`src/include/qss_pkg.sv`:
```
package qss_pkg;

  localparam int unsigned REG_W = 16;

  localparam logic [REG_W-1:0] MASK_RESET = 16'h0000;
  localparam logic [REG_W-1:0] EVENT_RESET = 16'h0000;

  // Position of the instrument summary flag inside the questionable event register
  localparam int unsigned INSTR_SUMMARY_BIT = 1;

  // Width of the decimal answer: five digits cover 0..65535
  localparam int unsigned DEC_DIGITS = 5;
  localparam int unsigned DEC_W = DEC_DIGITS * 4;

  typedef enum logic [2:0] {
    QSS_SEL_QUES_EVENT,
    QSS_SEL_QUES_MASK,
    QSS_SEL_INST_EVENT,
    QSS_SEL_INST_MASK,
    QSS_SEL_NONE
  } qss_sel_type;

  typedef struct packed {
    logic             rd;
    logic             wr;
    logic             preset;
    qss_sel_type      sel;
    logic [31:0]      wdata;
  } qss_cmd_type;

  typedef struct packed {
    logic             valid;
    logic [REG_W-1:0] value;
    logic [DEC_W-1:0] decimal;
  } qss_resp_type;

endpackage : qss_pkg
```
`src/hdl/qss_status_summary.sv`:
```
`timescale 1ns/1ns
module qss_status_summary (
  input  wire logic                              CLK,
  input  wire logic                              RESETN,
  input  wire logic                              CE,
  input  wire logic [qss_pkg::REG_W-1:0]         QUES_SOURCE,
  input  wire logic [qss_pkg::REG_W-1:0]         INST_SOURCE,
  input  wire qss_pkg::qss_cmd_type              CMD,
  output qss_pkg::qss_resp_type                  RESP,
  output logic                                   QUESTIONABLE_SUMMARY_FLAG,
  output logic                                   INSTRUMENT_SUMMARY_FLAG
);

  logic [qss_pkg::REG_W-1:0] ques_src_sync;
  logic [qss_pkg::REG_W-1:0] inst_src_sync;
  logic [qss_pkg::REG_W-1:0] ques_set;
  logic [qss_pkg::REG_W-1:0] ques_event;
  logic [qss_pkg::REG_W-1:0] ques_mask;
  logic [qss_pkg::REG_W-1:0] inst_event;
  logic [qss_pkg::REG_W-1:0] inst_mask;
  logic [qss_pkg::REG_W-1:0] read_value;
  logic [qss_pkg::REG_W-1:0] load_value;
  logic                      ques_clear;
  logic                      inst_clear;
  logic                      ques_load;
  logic                      inst_load;
  logic                      ques_hit_next;
  logic                      inst_hit;
  logic                      inst_hit_next;
  qss_pkg::qss_resp_type     resp_reg;
  qss_pkg::qss_resp_type     resp_next;
  logic                      qsum_reg;
  logic                      qsum_next;
  logic                      instrument_summary_flag_reg;
  logic                      instrument_summary_flag_next;

  // Binary to packed BCD by shift-and-add
  function automatic logic [qss_pkg::DEC_W-1:0] to_decimal(input logic [qss_pkg::REG_W-1:0] bin);
    logic [qss_pkg::DEC_W-1:0] bcd;
    bcd = '0;
    for (int i = qss_pkg::REG_W - 1; i >= 0; i--) begin
      for (int d = 0; d < qss_pkg::DEC_DIGITS; d++) begin
        if (bcd[d*4 +: 4] > 4'h4) begin
          bcd[d*4 +: 4] = bcd[d*4 +: 4] + 4'h3;
        end
      end
      bcd = {bcd[qss_pkg::DEC_W-2:0], bin[i]};
    end
    return bcd;
  endfunction : to_decimal

  // Sources come from outside; two flops before use
  qss_sync2 #(
    .WIDTH(qss_pkg::REG_W)
  ) ques_sync (
    .clk     (CLK),
    .resetn  (RESETN),
    .ce      (CE),
    .async_in(QUES_SOURCE),
    .sync_out(ques_src_sync)
  );

  qss_sync2 #(
    .WIDTH(qss_pkg::REG_W)
  ) inst_sync (
    .clk     (CLK),
    .resetn  (RESETN),
    .ce      (CE),
    .async_in(INST_SOURCE),
    .sync_out(inst_src_sync)
  );

  always_comb begin
    ques_set = ques_src_sync;
    ques_set[qss_pkg::INSTR_SUMMARY_BIT] = inst_hit;
    ques_clear = CMD.rd && CMD.sel == qss_pkg::QSS_SEL_QUES_EVENT;
    inst_clear = CMD.rd && CMD.sel == qss_pkg::QSS_SEL_INST_EVENT;
    ques_load  = CMD.wr && CMD.sel == qss_pkg::QSS_SEL_QUES_MASK;
    inst_load  = CMD.wr && CMD.sel == qss_pkg::QSS_SEL_INST_MASK;
    load_value = CMD.wdata[qss_pkg::REG_W-1:0];
    read_value = '0;
    unique case (CMD.sel)
      qss_pkg::QSS_SEL_QUES_EVENT: read_value = ques_event;
      qss_pkg::QSS_SEL_QUES_MASK:  read_value = ques_mask;
      qss_pkg::QSS_SEL_INST_EVENT: read_value = inst_event;
      qss_pkg::QSS_SEL_INST_MASK:  read_value = inst_mask;
      default:                     read_value = '0;
    endcase
    resp_next.valid   = CMD.rd && CMD.sel != qss_pkg::QSS_SEL_NONE;
    resp_next.value   = resp_next.valid ? read_value : resp_reg.value;
    resp_next.decimal = resp_next.valid ? to_decimal(read_value) : resp_reg.decimal;
    qsum_next = ques_hit_next;
    instrument_summary_flag_next = inst_hit_next;
  end

  qss_status_bank #(
    .WIDTH(qss_pkg::REG_W)
  ) ques_bank (
    .clk       (CLK),
    .resetn    (RESETN),
    .ce        (CE),
    .set_bits  (ques_set),
    .clear     (ques_clear),
    .load      (ques_load),
    .load_value(load_value),
    .preset    (CMD.preset),
    .event_bits(ques_event),
    .mask_bits (ques_mask),
    .hit       (),
    .hit_next  (ques_hit_next)
  );

  qss_status_bank #(
    .WIDTH(qss_pkg::REG_W)
  ) inst_bank (
    .clk       (CLK),
    .resetn    (RESETN),
    .ce        (CE),
    .set_bits  (inst_src_sync),
    .clear     (inst_clear),
    .load      (inst_load),
    .load_value(load_value),
    .preset    (CMD.preset),
    .event_bits(inst_event),
    .mask_bits (inst_mask),
    .hit       (inst_hit),
    .hit_next  (inst_hit_next)
  );

  always_ff @(posedge CLK) begin
    if (!RESETN) begin
      resp_reg <= '0;
      qsum_reg <= 1'h0;
      instrument_summary_flag_reg <= 1'h0;
    end else if (CE) begin
      resp_reg <= resp_next;
      qsum_reg <= qsum_next;
      instrument_summary_flag_reg <= instrument_summary_flag_next;
    end
  end

  always_comb begin
    RESP                      = resp_reg;
    QUESTIONABLE_SUMMARY_FLAG = qsum_reg;
    INSTRUMENT_SUMMARY_FLAG   = instrument_summary_flag_reg;
  end

endmodule : qss_status_summary

// Two-flop synchroniser for level inputs from another domain
module qss_sync2 #(
  parameter int unsigned WIDTH = qss_pkg::REG_W
) (
  input  wire logic             clk,
  input  wire logic             resetn,
  input  wire logic             ce,
  input  wire logic [WIDTH-1:0] async_in,
  output logic      [WIDTH-1:0] sync_out
);

  logic [WIDTH-1:0] stage1_reg;
  logic [WIDTH-1:0] stage1_next;
  logic [WIDTH-1:0] stage2_reg;
  logic [WIDTH-1:0] stage2_next;

  always_comb begin
    stage1_next = async_in;
    stage2_next = stage1_reg;
  end

  always_ff @(posedge clk) begin
    if (!resetn) begin
      stage1_reg <= WIDTH'(qss_pkg::EVENT_RESET);
      stage2_reg <= WIDTH'(qss_pkg::EVENT_RESET);
    end else if (ce) begin
      stage1_reg <= stage1_next;
      stage2_reg <= stage2_next;
    end
  end

  // Only the second stage is visible to the logic
  always_comb begin
    sync_out = stage2_reg;
  end

endmodule : qss_sync2

// One event register with its enable mask and roll-up
module qss_status_bank #(
  parameter int unsigned WIDTH = qss_pkg::REG_W
) (
  input  wire logic             clk,
  input  wire logic             resetn,
  input  wire logic             ce,
  input  wire logic [WIDTH-1:0] set_bits,
  input  wire logic             clear,
  input  wire logic             load,
  input  wire logic [WIDTH-1:0] load_value,
  input  wire logic             preset,
  output logic      [WIDTH-1:0] event_bits,
  output logic      [WIDTH-1:0] mask_bits,
  output logic                  hit,
  output logic                  hit_next
);

  logic [WIDTH-1:0] event_reg;
  logic [WIDTH-1:0] event_next;
  logic [WIDTH-1:0] mask_reg;
  logic [WIDTH-1:0] mask_next;

  always_comb begin
    event_next = event_reg;
    mask_next  = mask_reg;
    if (clear) begin
      event_next = '0;
    end
    // New events win over a clearing read in the same cycle
    event_next = event_next | set_bits;
    if (load) begin
      mask_next = load_value;
    end
    // Preset touches the mask only, never the events
    if (preset) begin
      mask_next = WIDTH'(qss_pkg::MASK_RESET);
    end
    hit      = |(event_reg & mask_reg);
    hit_next = |(event_next & mask_next);
  end

  always_ff @(posedge clk) begin
    if (!resetn) begin
      event_reg <= WIDTH'(qss_pkg::EVENT_RESET);
      mask_reg  <= WIDTH'(qss_pkg::MASK_RESET);
    end else if (ce) begin
      event_reg <= event_next;
      mask_reg  <= mask_next;
    end
  end

  always_comb begin
    event_bits = event_reg;
    mask_bits  = mask_reg;
  end

endmodule : qss_status_bank

```
`config.mk`:
```
export PLATFORM = sky130hd
export DESIGN_NAME = qss_status_summary
export DESIGN_NICKNAME = d
export VERILOG_FILES = /design/src/include/qss_pkg.sv /design/src/hdl/qss_status_summary.sv
export SDC_FILE = /design/constraint.sdc
export NUM_CORES = 1
export LEC_CHECK = 0
export BUFFER_PORTS_ARGS = -buffer_cell sky130_fd_sc_hd__buf_2
export CORE_ASPECT_RATIO = 0.9
export CORE_MARGIN = 8
export CORE_UTILIZATION = 66
export CTS_CLUSTER_DIAMETER = 100
export DETAILED_ROUTE_END_ITERATION = 10
export PLACE_DENSITY = 0.87
export SYNTH_ARGS = -nofsm -noshare
export SYNTH_HDL_FRONTEND = slang
export SYNTH_SLANG_ARGS = --single-unit
```
`constraint.sdc`:
```
create_clock -name CLK -period 41.3 [get_ports CLK]
set_input_delay 8.26 -clock CLK [delete_from_list [all_inputs] [get_ports CLK]]
set_output_delay 8.26 -clock CLK [all_outputs]
set_load 0.02 [all_outputs]
```
# --- Word level (Yosys, flattened, before mapping) ---
# Cells that the tools add are included.
totals:
  ff_bits: 167
  elab_cells: 144
op_classes:
  n_addsub: 35
  n_lt_le_gt_ge: 35
  n_eq_ne: 4
  n_mux: 42
  bitwise: 5
  n_reduce_logical: 10
ops:
  columns: ["op", "count"]
  rows:
  - ["$mux W4", 34]
  - ["$add A4 B2 Y4 const B", 30]
  - ["$gt A4 B3 Y1 const B", 30]
  - ["$mux W16", 6]
  - ["$pmux W16 S4", 1]
  - ["$and A16 B16 Y16", 3]
  - ["$reduce_or A16 Y1", 3]
  - ["$or A16 B16 Y16", 2]
  - ["$add A3 B2 Y4 const B", 4]
  - ["$gt A3 B3 Y1 const B", 5]
  - ["$eq A3 B2 Y1 const B", 2]
  - ["$logic_and A1 B1 Y1", 5]
  - ["$add A3 B2 Y3 const B", 1]
  - ["$eq A3 B1 Y1 const B", 1]
  - ["$logic_not A3 Y1", 1]
  - ["$mux W3", 1]
  - ["$ne A3 B3 Y1 const B", 1]
  - ["$reduce_and A2 Y1", 1]

# --- Longest topological paths before layout ---
# Gate-level depths: netlist of the first run.
depth:
  depth_word: 28
  depth_mapped: 74

# --- By module ---
# A second synthesis of the first run with hierarchy kept.
unflattened:
  cells_unflattened: 1644
  area_unflattened_um2: 13738.2
modules_own_cells:
  columns: ["module", "n_inst", "cells_each", "area_each_um2"]
  rows:
  - ["qss_status_summary", 1, 1032, 7629.8]
  - ["qss_status_bank", 2, 203, 1810.5]
  - ["qss_sync2", 2, 103, 1243.7]

# --- Worst setup path after synthesis of the first run ---
# No wires, ideal clock.
synth_path:
  path_type: "input to register"
  start: "input port CMD[33] (netlist bit)"
  end: "register resp_reg, in the netlist RESP[10]"
  setup_time_ns: 0.070
  arrival_time_ns: 21.909
  required_ns: 41.230
  setup_slack_ns: 19.321
  stages: 70
  path_buffers: 8
  path_cell_list: "buf_2 -> buf_2 -> buf_1 -> clkbuf_1 -> mux4_2 -> and2_1 -> ha_1 -> buf_2 -> xnor2_2 -> inv_1 -> ha_1 -> clkbuf_1 -> inv_1 -> a211oi_2 -> nor2_1 -> inv_1 -> ha_1 -> inv_1 -> [34 not listed] -> ha_1 -> a31oi_1 -> o2111ai_1 -> o211ai_1 -> xor2_1 -> ha_1 -> a2111o_1 -> nand4_1 -> mux2i_1 -> a21boi_0 -> mux2i_1 -> ha_1 -> nor2_1 -> or3_1 -> nand3_1 -> mux2i_1 -> nand2_1 -> a21boi_1"
synth_via:
  elab_chain_cells: 28
  word_cells_on_any_way: 89
synth_lines:
  columns: ["item", "line_no", "rtl"]
  rows:
  - ["start, declared", "qss_status_summary.sv:8", "input wire qss_pkg::qss_cmd_type CMD,"]
  - ["$eq A3 B2 Y1 (tied with other cells)", "qss_status_summary.sv:82", "unique case (CMD.sel)"]
  - ["$pmux W16 S4 (*)", "qss_status_summary.sv:82", null]
  - ["via read_value, one bit", "qss_status_summary.sv:21", "logic [qss_pkg::REG_W-1:0] read_value;"]
  - ["$add A3 B2 Y4 or $gt A3 B3 Y1 (tied branches)", "qss_status_summary.sv:44, qss_status_summary.sv:43", null]
  - ["$mux W4 (*)", "qss_status_summary.sv:43", "if (bcd[d*4 +: 4] > 4'h4) begin"]
  - ["$gt A4 B3 Y1 or $add A4 B2 Y4 (tied branches)", "qss_status_summary.sv:43, qss_status_summary.sv:44", null]
  - ["$mux W4", "qss_status_summary.sv:43", null]
  - ["$add A4 B2 Y4 or $gt A4 B3 Y1 (tied branches)", "qss_status_summary.sv:44, qss_status_summary.sv:43", null]
  - ["[13 not listed]", null, null]
  - ["$add A4 B2 Y4 or $gt A4 B3 Y1 (tied branches)", "qss_status_summary.sv:44, qss_status_summary.sv:43", null]
  - ["$mux W4", "qss_status_summary.sv:43", null]
  - ["$add A4 B2 Y4 or $gt A4 B3 Y1 (tied branches)", "qss_status_summary.sv:44, qss_status_summary.sv:43", null]
  - ["$mux W4", "qss_status_summary.sv:43", null]
  - ["$add A4 B2 Y4 or $gt A4 B3 Y1 (tied branches)", "qss_status_summary.sv:44, qss_status_summary.sv:43", null]
  - ["$mux W4", "qss_status_summary.sv:43", null]
  - ["$add A4 B2 Y4 or $gt A4 B3 Y1 (tied branches)", "qss_status_summary.sv:44, qss_status_summary.sv:43", null]
  - ["$mux W4 (*)", "qss_status_summary.sv:43", null]
  - ["end signal, assigned", "qss_status_summary.sv:136", "resp_reg <= resp_next;"]
  - ["end, declared", "qss_status_summary.sv:30", "qss_pkg::qss_resp_type resp_reg;"]
# Mark *: on every way through the listed nets, which the timed path passes. The rest lies on a longest branch.
# A chain may end at the register's enable or synchronous reset.

# --- Final worst setup path of the first run ---
layout_path:
  start: "input port CMD[32] (netlist bit)"
  end: "register resp_reg, in the netlist RESP[10]"
layout_via:
  elab_chain_cells: 28
  word_cells_on_any_way: 89
layout_lines:
  columns: ["item", "line_no"]
  rows:
  - ["$eq A3 B2 Y1 (tied with other cells)", "qss_status_summary.sv:82"]
  - ["$pmux W16 S4", "qss_status_summary.sv:82"]
  - ["$add A3 B2 Y4 or $gt A3 B3 Y1 (tied branches)", "qss_status_summary.sv:44, qss_status_summary.sv:43"]
  - ["$mux W4", "qss_status_summary.sv:43"]
  - ["$add A4 B2 Y4 or $gt A4 B3 Y1 (tied branches)", "qss_status_summary.sv:44, qss_status_summary.sv:43"]
  - ["$mux W4", "qss_status_summary.sv:43"]
  - ["$add A4 B2 Y4 or $gt A4 B3 Y1 (tied branches)", "qss_status_summary.sv:44, qss_status_summary.sv:43"]
  - ["$mux W4", "qss_status_summary.sv:43"]
  - ["[12 not listed]", null]
  - ["$add A4 B2 Y4 or $gt A4 B3 Y1 (tied branches)", "qss_status_summary.sv:44, qss_status_summary.sv:43"]
  - ["$mux W4", "qss_status_summary.sv:43"]
  - ["$add A4 B2 Y4 or $gt A4 B3 Y1 (tied branches)", "qss_status_summary.sv:44, qss_status_summary.sv:43"]
  - ["$mux W4", "qss_status_summary.sv:43"]
  - ["$add A4 B2 Y4 or $gt A4 B3 Y1 (tied branches)", "qss_status_summary.sv:44, qss_status_summary.sv:43"]
  - ["$mux W4", "qss_status_summary.sv:43"]
  - ["$add A4 B2 Y4 or $gt A4 B3 Y1 (tied branches)", "qss_status_summary.sv:44, qss_status_summary.sv:43"]
  - ["$mux W4", "qss_status_summary.sv:43"]
# Parallel ways exist; a longest one is shown, timed or not.

==> flow_summary.toml, run 1 <==
[yosys]
post_synth_instance_area_sq_mm = 0.0125
syn_avg_cell_area_sq_um = 7.97
syn-num-nets = 1676
netlist_instances = 1562
ys_ff_latch = 164
ys_warn_count = 0
synthFlopType = "dfxtp_1"
synth.distinct_cells = 110
synthArstFlopShare = 0
yosysSeqAreaShare = 0.264
synth_edf_count = 0

[worst_setup_path]
critical_path.most_common_cell = "ha_1"
worst_ep_required_time_ns = 41.68
cp_slowest_cell = "mux4_2"
r2r_setup_slack_ns = 25.10
cp.arrival_ns = 24.66
criticalPathCategory = "primary input to register"
worstPathMaxFanout = 23
crit_path_max_incr_delay_ns = 0.71
critPathCaptureType = "register"
cp-start-kind = "primary input"
reg2reg_depth = 64

[clocking]
cts_tree = "yes"
clock-sinks = 164
cts_buffers = 17
cts_setup_buffers = 0
clk_pin_slew_worst_paths_ns = 0.08
postCtsHoldBufs = 0
htree_levels = 4
post_cts_resize_count = 0
clock_latency_ns = 0.45
root_buffer = "clkbuf_16"
cts_buffer_depth = 2

[status]
status = "completed"

[floorplan]
core-area_sq_mm = 0.0185
dieArea_sq_mm = 0.0235
die_w_um = 161
io-pin-count = 112
std_cell_rows = 47
start_util = 0.674
fp.dieH_um = 146

[pwr]
totalPowerFinal_w = 0.000549
powerDensity_mw_per_mm2 = 40.6
vdd_drop_max_mv = 0.0378
power_leakage_nw = 5.64

[timing]
worst_hold_slack_ns = 0.452
timing.fmax_ghz = 0.0412
period_share = 0.588
hold_viol = 0
final_max_slew_viol_count = 0
period_needed_ns = 24.27
finalClockSkew_ns = 0.0250
worst_pin_slew_ns = 1.30
grt_setup_unrepaired = "no"
setup_violations = 0
tns_ns = 0
max-slew-margin-rel = 0.128

[drt]
via_per_inst = 6.64
drc = 0
wl_met1_mm = 14.2
ant_nets = 0
routedWlPerCell_um = 18.5
dr_total_vias = 12300
wirelength_mm = 34.2
top_layer = "met4"
dr.pass1.iters = 7
wl_met2_mm = 16.5
drt_iter0_drc = 1231
dr_wl_met3_mm = 2.47

[grt]
grt_pass1_vias = 11400
grt_pass1_wl_mm = 55.8
overflow = 0
grt_max_degree = 110
antenna_found_initial = 0
track_usage = 0.279

[cells_and_area]
largest_reg_flops = 36
final_common_cell = "nor2_1"
num-nets-final = 1702
final_layout_size_suffix_gt1_frac = 0.137
layout_common_cells = "nor2_1, dfxtp_1, nand2_1"
areaGrowthSynthToFinish_pct = 8.60
antenna_cells = 0

[min_path]
hold_depth = 2
hold_class = "register to register"

[place]
dp_hpwl_mm = 24.2
io_buffers = 94
gp_congestion = 0.926

[job]
drv_cap = 0
## cell type report
| cell class | instances | area, sq um |
|---|---|---|
| Tap cell | 245 | 307 |
| Timing Repair Buffer | 104 | 552 |
| Inverter | 52 | 196 |
| Clock buffer | 17 | 425 |
| Clock inverter | 15 | 176 |
| Sequential cell | 164 | 3280 |
| Fill cell | 1384 | 4940 |
| Multi-Input combinational cell | 1249 | 8590 |
## stage by stage
stage                      util  cells  area, sq um  setup WS (ns)
after CTS                 0.732   1846        13500          17.37
final                     0.732   1846        13500          17.03
after floorplan               -   1562        12500          19.32
after detailed placement  0.700   1814        12900          16.99
after global placement    0.700   1814        12900          17.47
after global routing      0.732   1846        13500          15.88
## Yosys cell counts, drive strengths merged, types with 6 or more instances
master / n / area, sq um
a2111oi: 8 / 101
a211o: 7 / 61.3
a211oi: 32 / 265
a21boi: 9 / 71.3
a21o: 38 / 285
a21oi: 110 / 588
a221oi: 11 / 103
a22oi: 48 / 360
a31oi: 16 / 106
and2: 16 / 100
and3: 13 / 81.3
buf: 32 / 150
clkbuf: 65 / 244
dfxtp: 164 / 3280
ha: 41 / 513
inv: 52 / 195
mux2: 16 / 184
mux2i: 143 / 1460
mux4: 10 / 225
nand2: 154 / 586
nand2b: 10 / 62.6
nand3: 31 / 155
nand4: 11 / 68.8
nor2: 199 / 757
nor2b: 33 / 206
nor3: 33 / 188
nor4: 6 / 43.8
o211ai: 14 / 105
o21ai: 66 / 334
o221ai: 7 / 67.6
o22ai: 6 / 43.8
o2bb2ai: 6 / 52.6
o311ai: 6 / 70.1
o31a: 6 / 52.6
o31ai: 6 / 58.8
o32ai: 7 / 61.3
or2: 9 / 56.3
or3: 6 / 37.5
xnor2: 18 / 165
xor2: 6 / 52.6
## path summary, 6_finish.rpt
check / start / endpoint
setup / recovery: CMD[32] / RESP[10]$_SDFFE_PN0P_
hold / removal: RESP[10]$_SDFFE_PN0P_ / RESP[10]$_SDFFE_PN0P_
setup reg to reg: inst_bank.mask_bits[14]$_SDFFE_PN0P_ / RESP[10]$_SDFFE_PN0P_
hold reg to reg: RESP[10]$_SDFFE_PN0P_ / RESP[10]$_SDFFE_PN0P_
## where the power goes
group / internal (W) / switching, W / total (W)
Combinational: 0.0000891 / 0.000129 / 0.000218
Sequential: 0.000165 / 0.00000482 / 0.000170
Clock: 0.0000867 / 0.0000745 / 0.000161
Total: 0.000341 / 0.000208 / 0.000549
## routing by layer
metal,vias to the layer above,track usage
li1,5827,-
met1,5775,0.346
met2,558,0.466
met3,96,0.0472
met4,0,0.129
met5,-,0
## critical path: cells and delay by family
| family | cells | cell delay [ns] |
|---|---|---|
| multiplexers | 6 | 2.32 |
| XOR/XNOR | 5 | 1.42 |
| adder cells (fa/ha/maj) | 13 | 4.26 |
| buffers and inverters | 7 | 1.22 |
| AND/OR/NAND/NOR | 18 | 3.12 |
| AO/OA/AOI/OAI | 16 | 3.97 |
## logic make-up (layout without fill, tap and decap cells)
logic type / after synthesis / after routing / share of synthesized area
mux: 169 / 169 / 0.150
simple gates: 547 / 547 / 0.206
buf+inv: 149 / 188 / 0.0473
fa+ha+maj: 43 / 43 / 0.0429
flops: 164 / 164 / 0.264
compound gates: 465 / 465 / 0.271
xor+xnor: 25 / 25 / 0.0193
Power figures use the tool's default switching activity.
==> run 2, diff against run 1 <==
--- a/config.mk
+++ b/config.mk
@@ -8,10 +8,10 @@
 export BUFFER_PORTS_ARGS = -buffer_cell sky130_fd_sc_hd__buf_2
 export CORE_ASPECT_RATIO = 0.9
 export CORE_MARGIN = 8
-export CORE_UTILIZATION = 66
+export CORE_UTILIZATION = 61
 export CTS_CLUSTER_DIAMETER = 100
 export DETAILED_ROUTE_END_ITERATION = 10
-export PLACE_DENSITY = 0.87
+export PLACE_DENSITY = 0.81
 export SYNTH_ARGS = -nofsm -noshare
 export SYNTH_HDL_FRONTEND = slang
 export SYNTH_SLANG_ARGS = --single-unit
==> constraint.sdc (replaced) <==
create_clock -name CLK -period 23.7 [get_ports CLK]
set_input_delay 4.74 -clock CLK [delete_from_list [all_inputs] [get_ports CLK]]
set_output_delay 4.74 -clock CLK [all_outputs]
set_load 0.02 [all_outputs]
==> run 2 against run 1 <==
Sequential power is 74% higher. Clock-buffer cell count is 1 higher. Critical endpoint unchanged. Routed wire length is 3.6% lower. Register-to-register slack worse by 18 ns. Via count is 1.5% lower. Utilization is 5.5 points lower. Clock power is 69% higher. Global-route usage is 2.7 points lower.
==> flow_summary.toml, run 2 (synthesis results as in run 1) <==
[job]
drv_cap = 0

[worst_setup_path]
crit_path_max_incr_delay_ns = 0.69
cp-start-kind = "primary input"
cp.arrival_ns = 21.03
worstPathMaxFanout = 23
critical_path.most_common_cell = "ha_1"
cp_slowest_cell = "mux4_2"
criticalPathCategory = "primary input to register"
critPathCaptureType = "register"
worst_ep_required_time_ns = 24.06

[timing]
worst_hold_slack_ns = 0.456
timing.final.ws_setup_ns = 3.03
setup_violations = 0
worst_pin_slew_ns = 1.17
finalClockSkew_ns = 0.0111
max-slew-margin-rel = 0.218
timing.fmax_ghz = 0.0484
tns_ns = 0
hold_viol = 0
period_needed_ns = 20.67
final_max_slew_viol_count = 0
period_share = 0.872
grt_setup_unrepaired = "no"

[status]
status = "completed"

[drt]
drt_iter0_drc = 1183
routedWlPerCell_um = 17.7
drc = 0
via_per_inst = 6.49
dr_total_vias = 12100
dr.pass1.iters = 6
ant_nets = 0
wirelength_mm = 33.0

[cells_and_area]
final_layout_size_suffix_gt1_frac = 0.137
ff_latch_area_sq_mm = 0.00328
final_common_cell = "nor2_1"
fin_util = 0.677
layout_common_cells = "nor2_1, dfxtp_1, nand2_1"
num-nets-final = 1705
fillCellCount = 1658
largest_reg_flops = 36
areaGrowthSynthToFinish_pct = 8.68
multi_input_area_sq_mm = 0.00859

[clocking]
cts_buffer_depth = 2
clock_latency_ns = 0.43
htree_levels = 4
postCtsHoldBufs = 0
cts_buffers = 17
root_buffer = "clkbuf_16"
cts_setup_buffers = 0
cts_tree = "yes"
clock-sinks = 164
post_cts_resize_count = 0
clk_pin_slew_worst_paths_ns = 0.06

[grt]
antenna_found_initial = 1
overflow = 0
grt_pass1_wl_mm = 53.9
grt_pass1_vias = 11000
grt_max_degree = 111
track_usage = 0.253

[place]
io_buffers = 94
gp_congestion = 0.923
dp_hpwl_mm = 23.6
pre_cts_slack_ns = 2.96

[floorplan]
dieArea_sq_mm = 0.0253
start_util = 0.623
fp.dieH_um = 152
die_w_um = 167
std_cell_rows = 49
core-area_sq_mm = 0.0200
io-pin-count = 112

[pwr]
vdd_drop_max_mv = 0.0610
totalPowerFinal_w = 0.000944
powerDensity_mw_per_mm2 = 69.8
power_leakage_nw = 5.65

[min_path]
hold_class = "register to register"
==> run 2: changes by cell type in the layout (fill, tap and decap cells not counted), sizes merged <==
| cell | change |
|---|---|
| clkinvlp | -1 |
| bufinv | +1 |
| clkbuf | +1 |
| diode | +1 |
| inv | -2 |
| buf | +3 |
==> run 2: final cells by class <==
class                      count  area share
clock buffer                  18      0.0317
antenna                        1    0.000185
clock inverter                13      0.0107
multi-input combinational   1249       0.634
timing repair buffer         107      0.0424
inverter                      52      0.0145
tap                          255      0.0236
sequential                   164       0.243
==> run 2: final timing paths <==
path	end	slack (ns)	from	cells after the start
max	RESP[10]$_SDFFE_PN0P_	3.03	CMD[32]	64
min	RESP[10]$_SDFFE_PN0P_	0.46	RESP[10]$_SDFFE_PN0P_	2
max reg2reg	RESP[10]$_SDFFE_PN0P_	7.56	inst_bank.mask_bits[14]$_SDFFE_PN0P_	63
min reg2reg	RESP[10]$_SDFFE_PN0P_	0.46	RESP[10]$_SDFFE_PN0P_	2
==> run 2: power breakdown <==
| group | switching, W | total, W | internal [W] |
|---|---|---|---|
| logic | 0.000220 | 0.000376 | 0.000155 |
| clock network | 0.000116 | 0.000272 | 0.000156 |
| registers | 0.00000810 | 0.000296 | 0.000288 |
| total | 0.000344 | 0.000944 | 0.000600 |
==> run 2: stage by stage <==
step | instances | cell area, sq um
floorplan | 1562 | 12500
global placement | 1827 | 13000
detailed placement | 1827 | 13000
CTS | 1858 | 13500
global route | 1859 | 13500
finish | 1859 | 13500
==> run 2: layer usage <==
layer / part of all wire / track usage / wire, um
met4: 0.038 / 0.117 / 1250
met2: 0.47 / 0.434 / 15600
met1: 0.43 / 0.314 / 14200
met3: 0.057 / 0.0332 / 1880
met5: 0 / 0 / 0
==> run 2: worst max-delay path, delay by kind of cell <==
family	cells	cell delay [ns]
AOI/OAI and AO/OA	16	3.99
xor gates and xnor gates	5	1.57
adders and majority gates	13	4.23
buffers and inverters	6	1.03
muxes	6	2.34
and+or+nand+nor	18	3.08
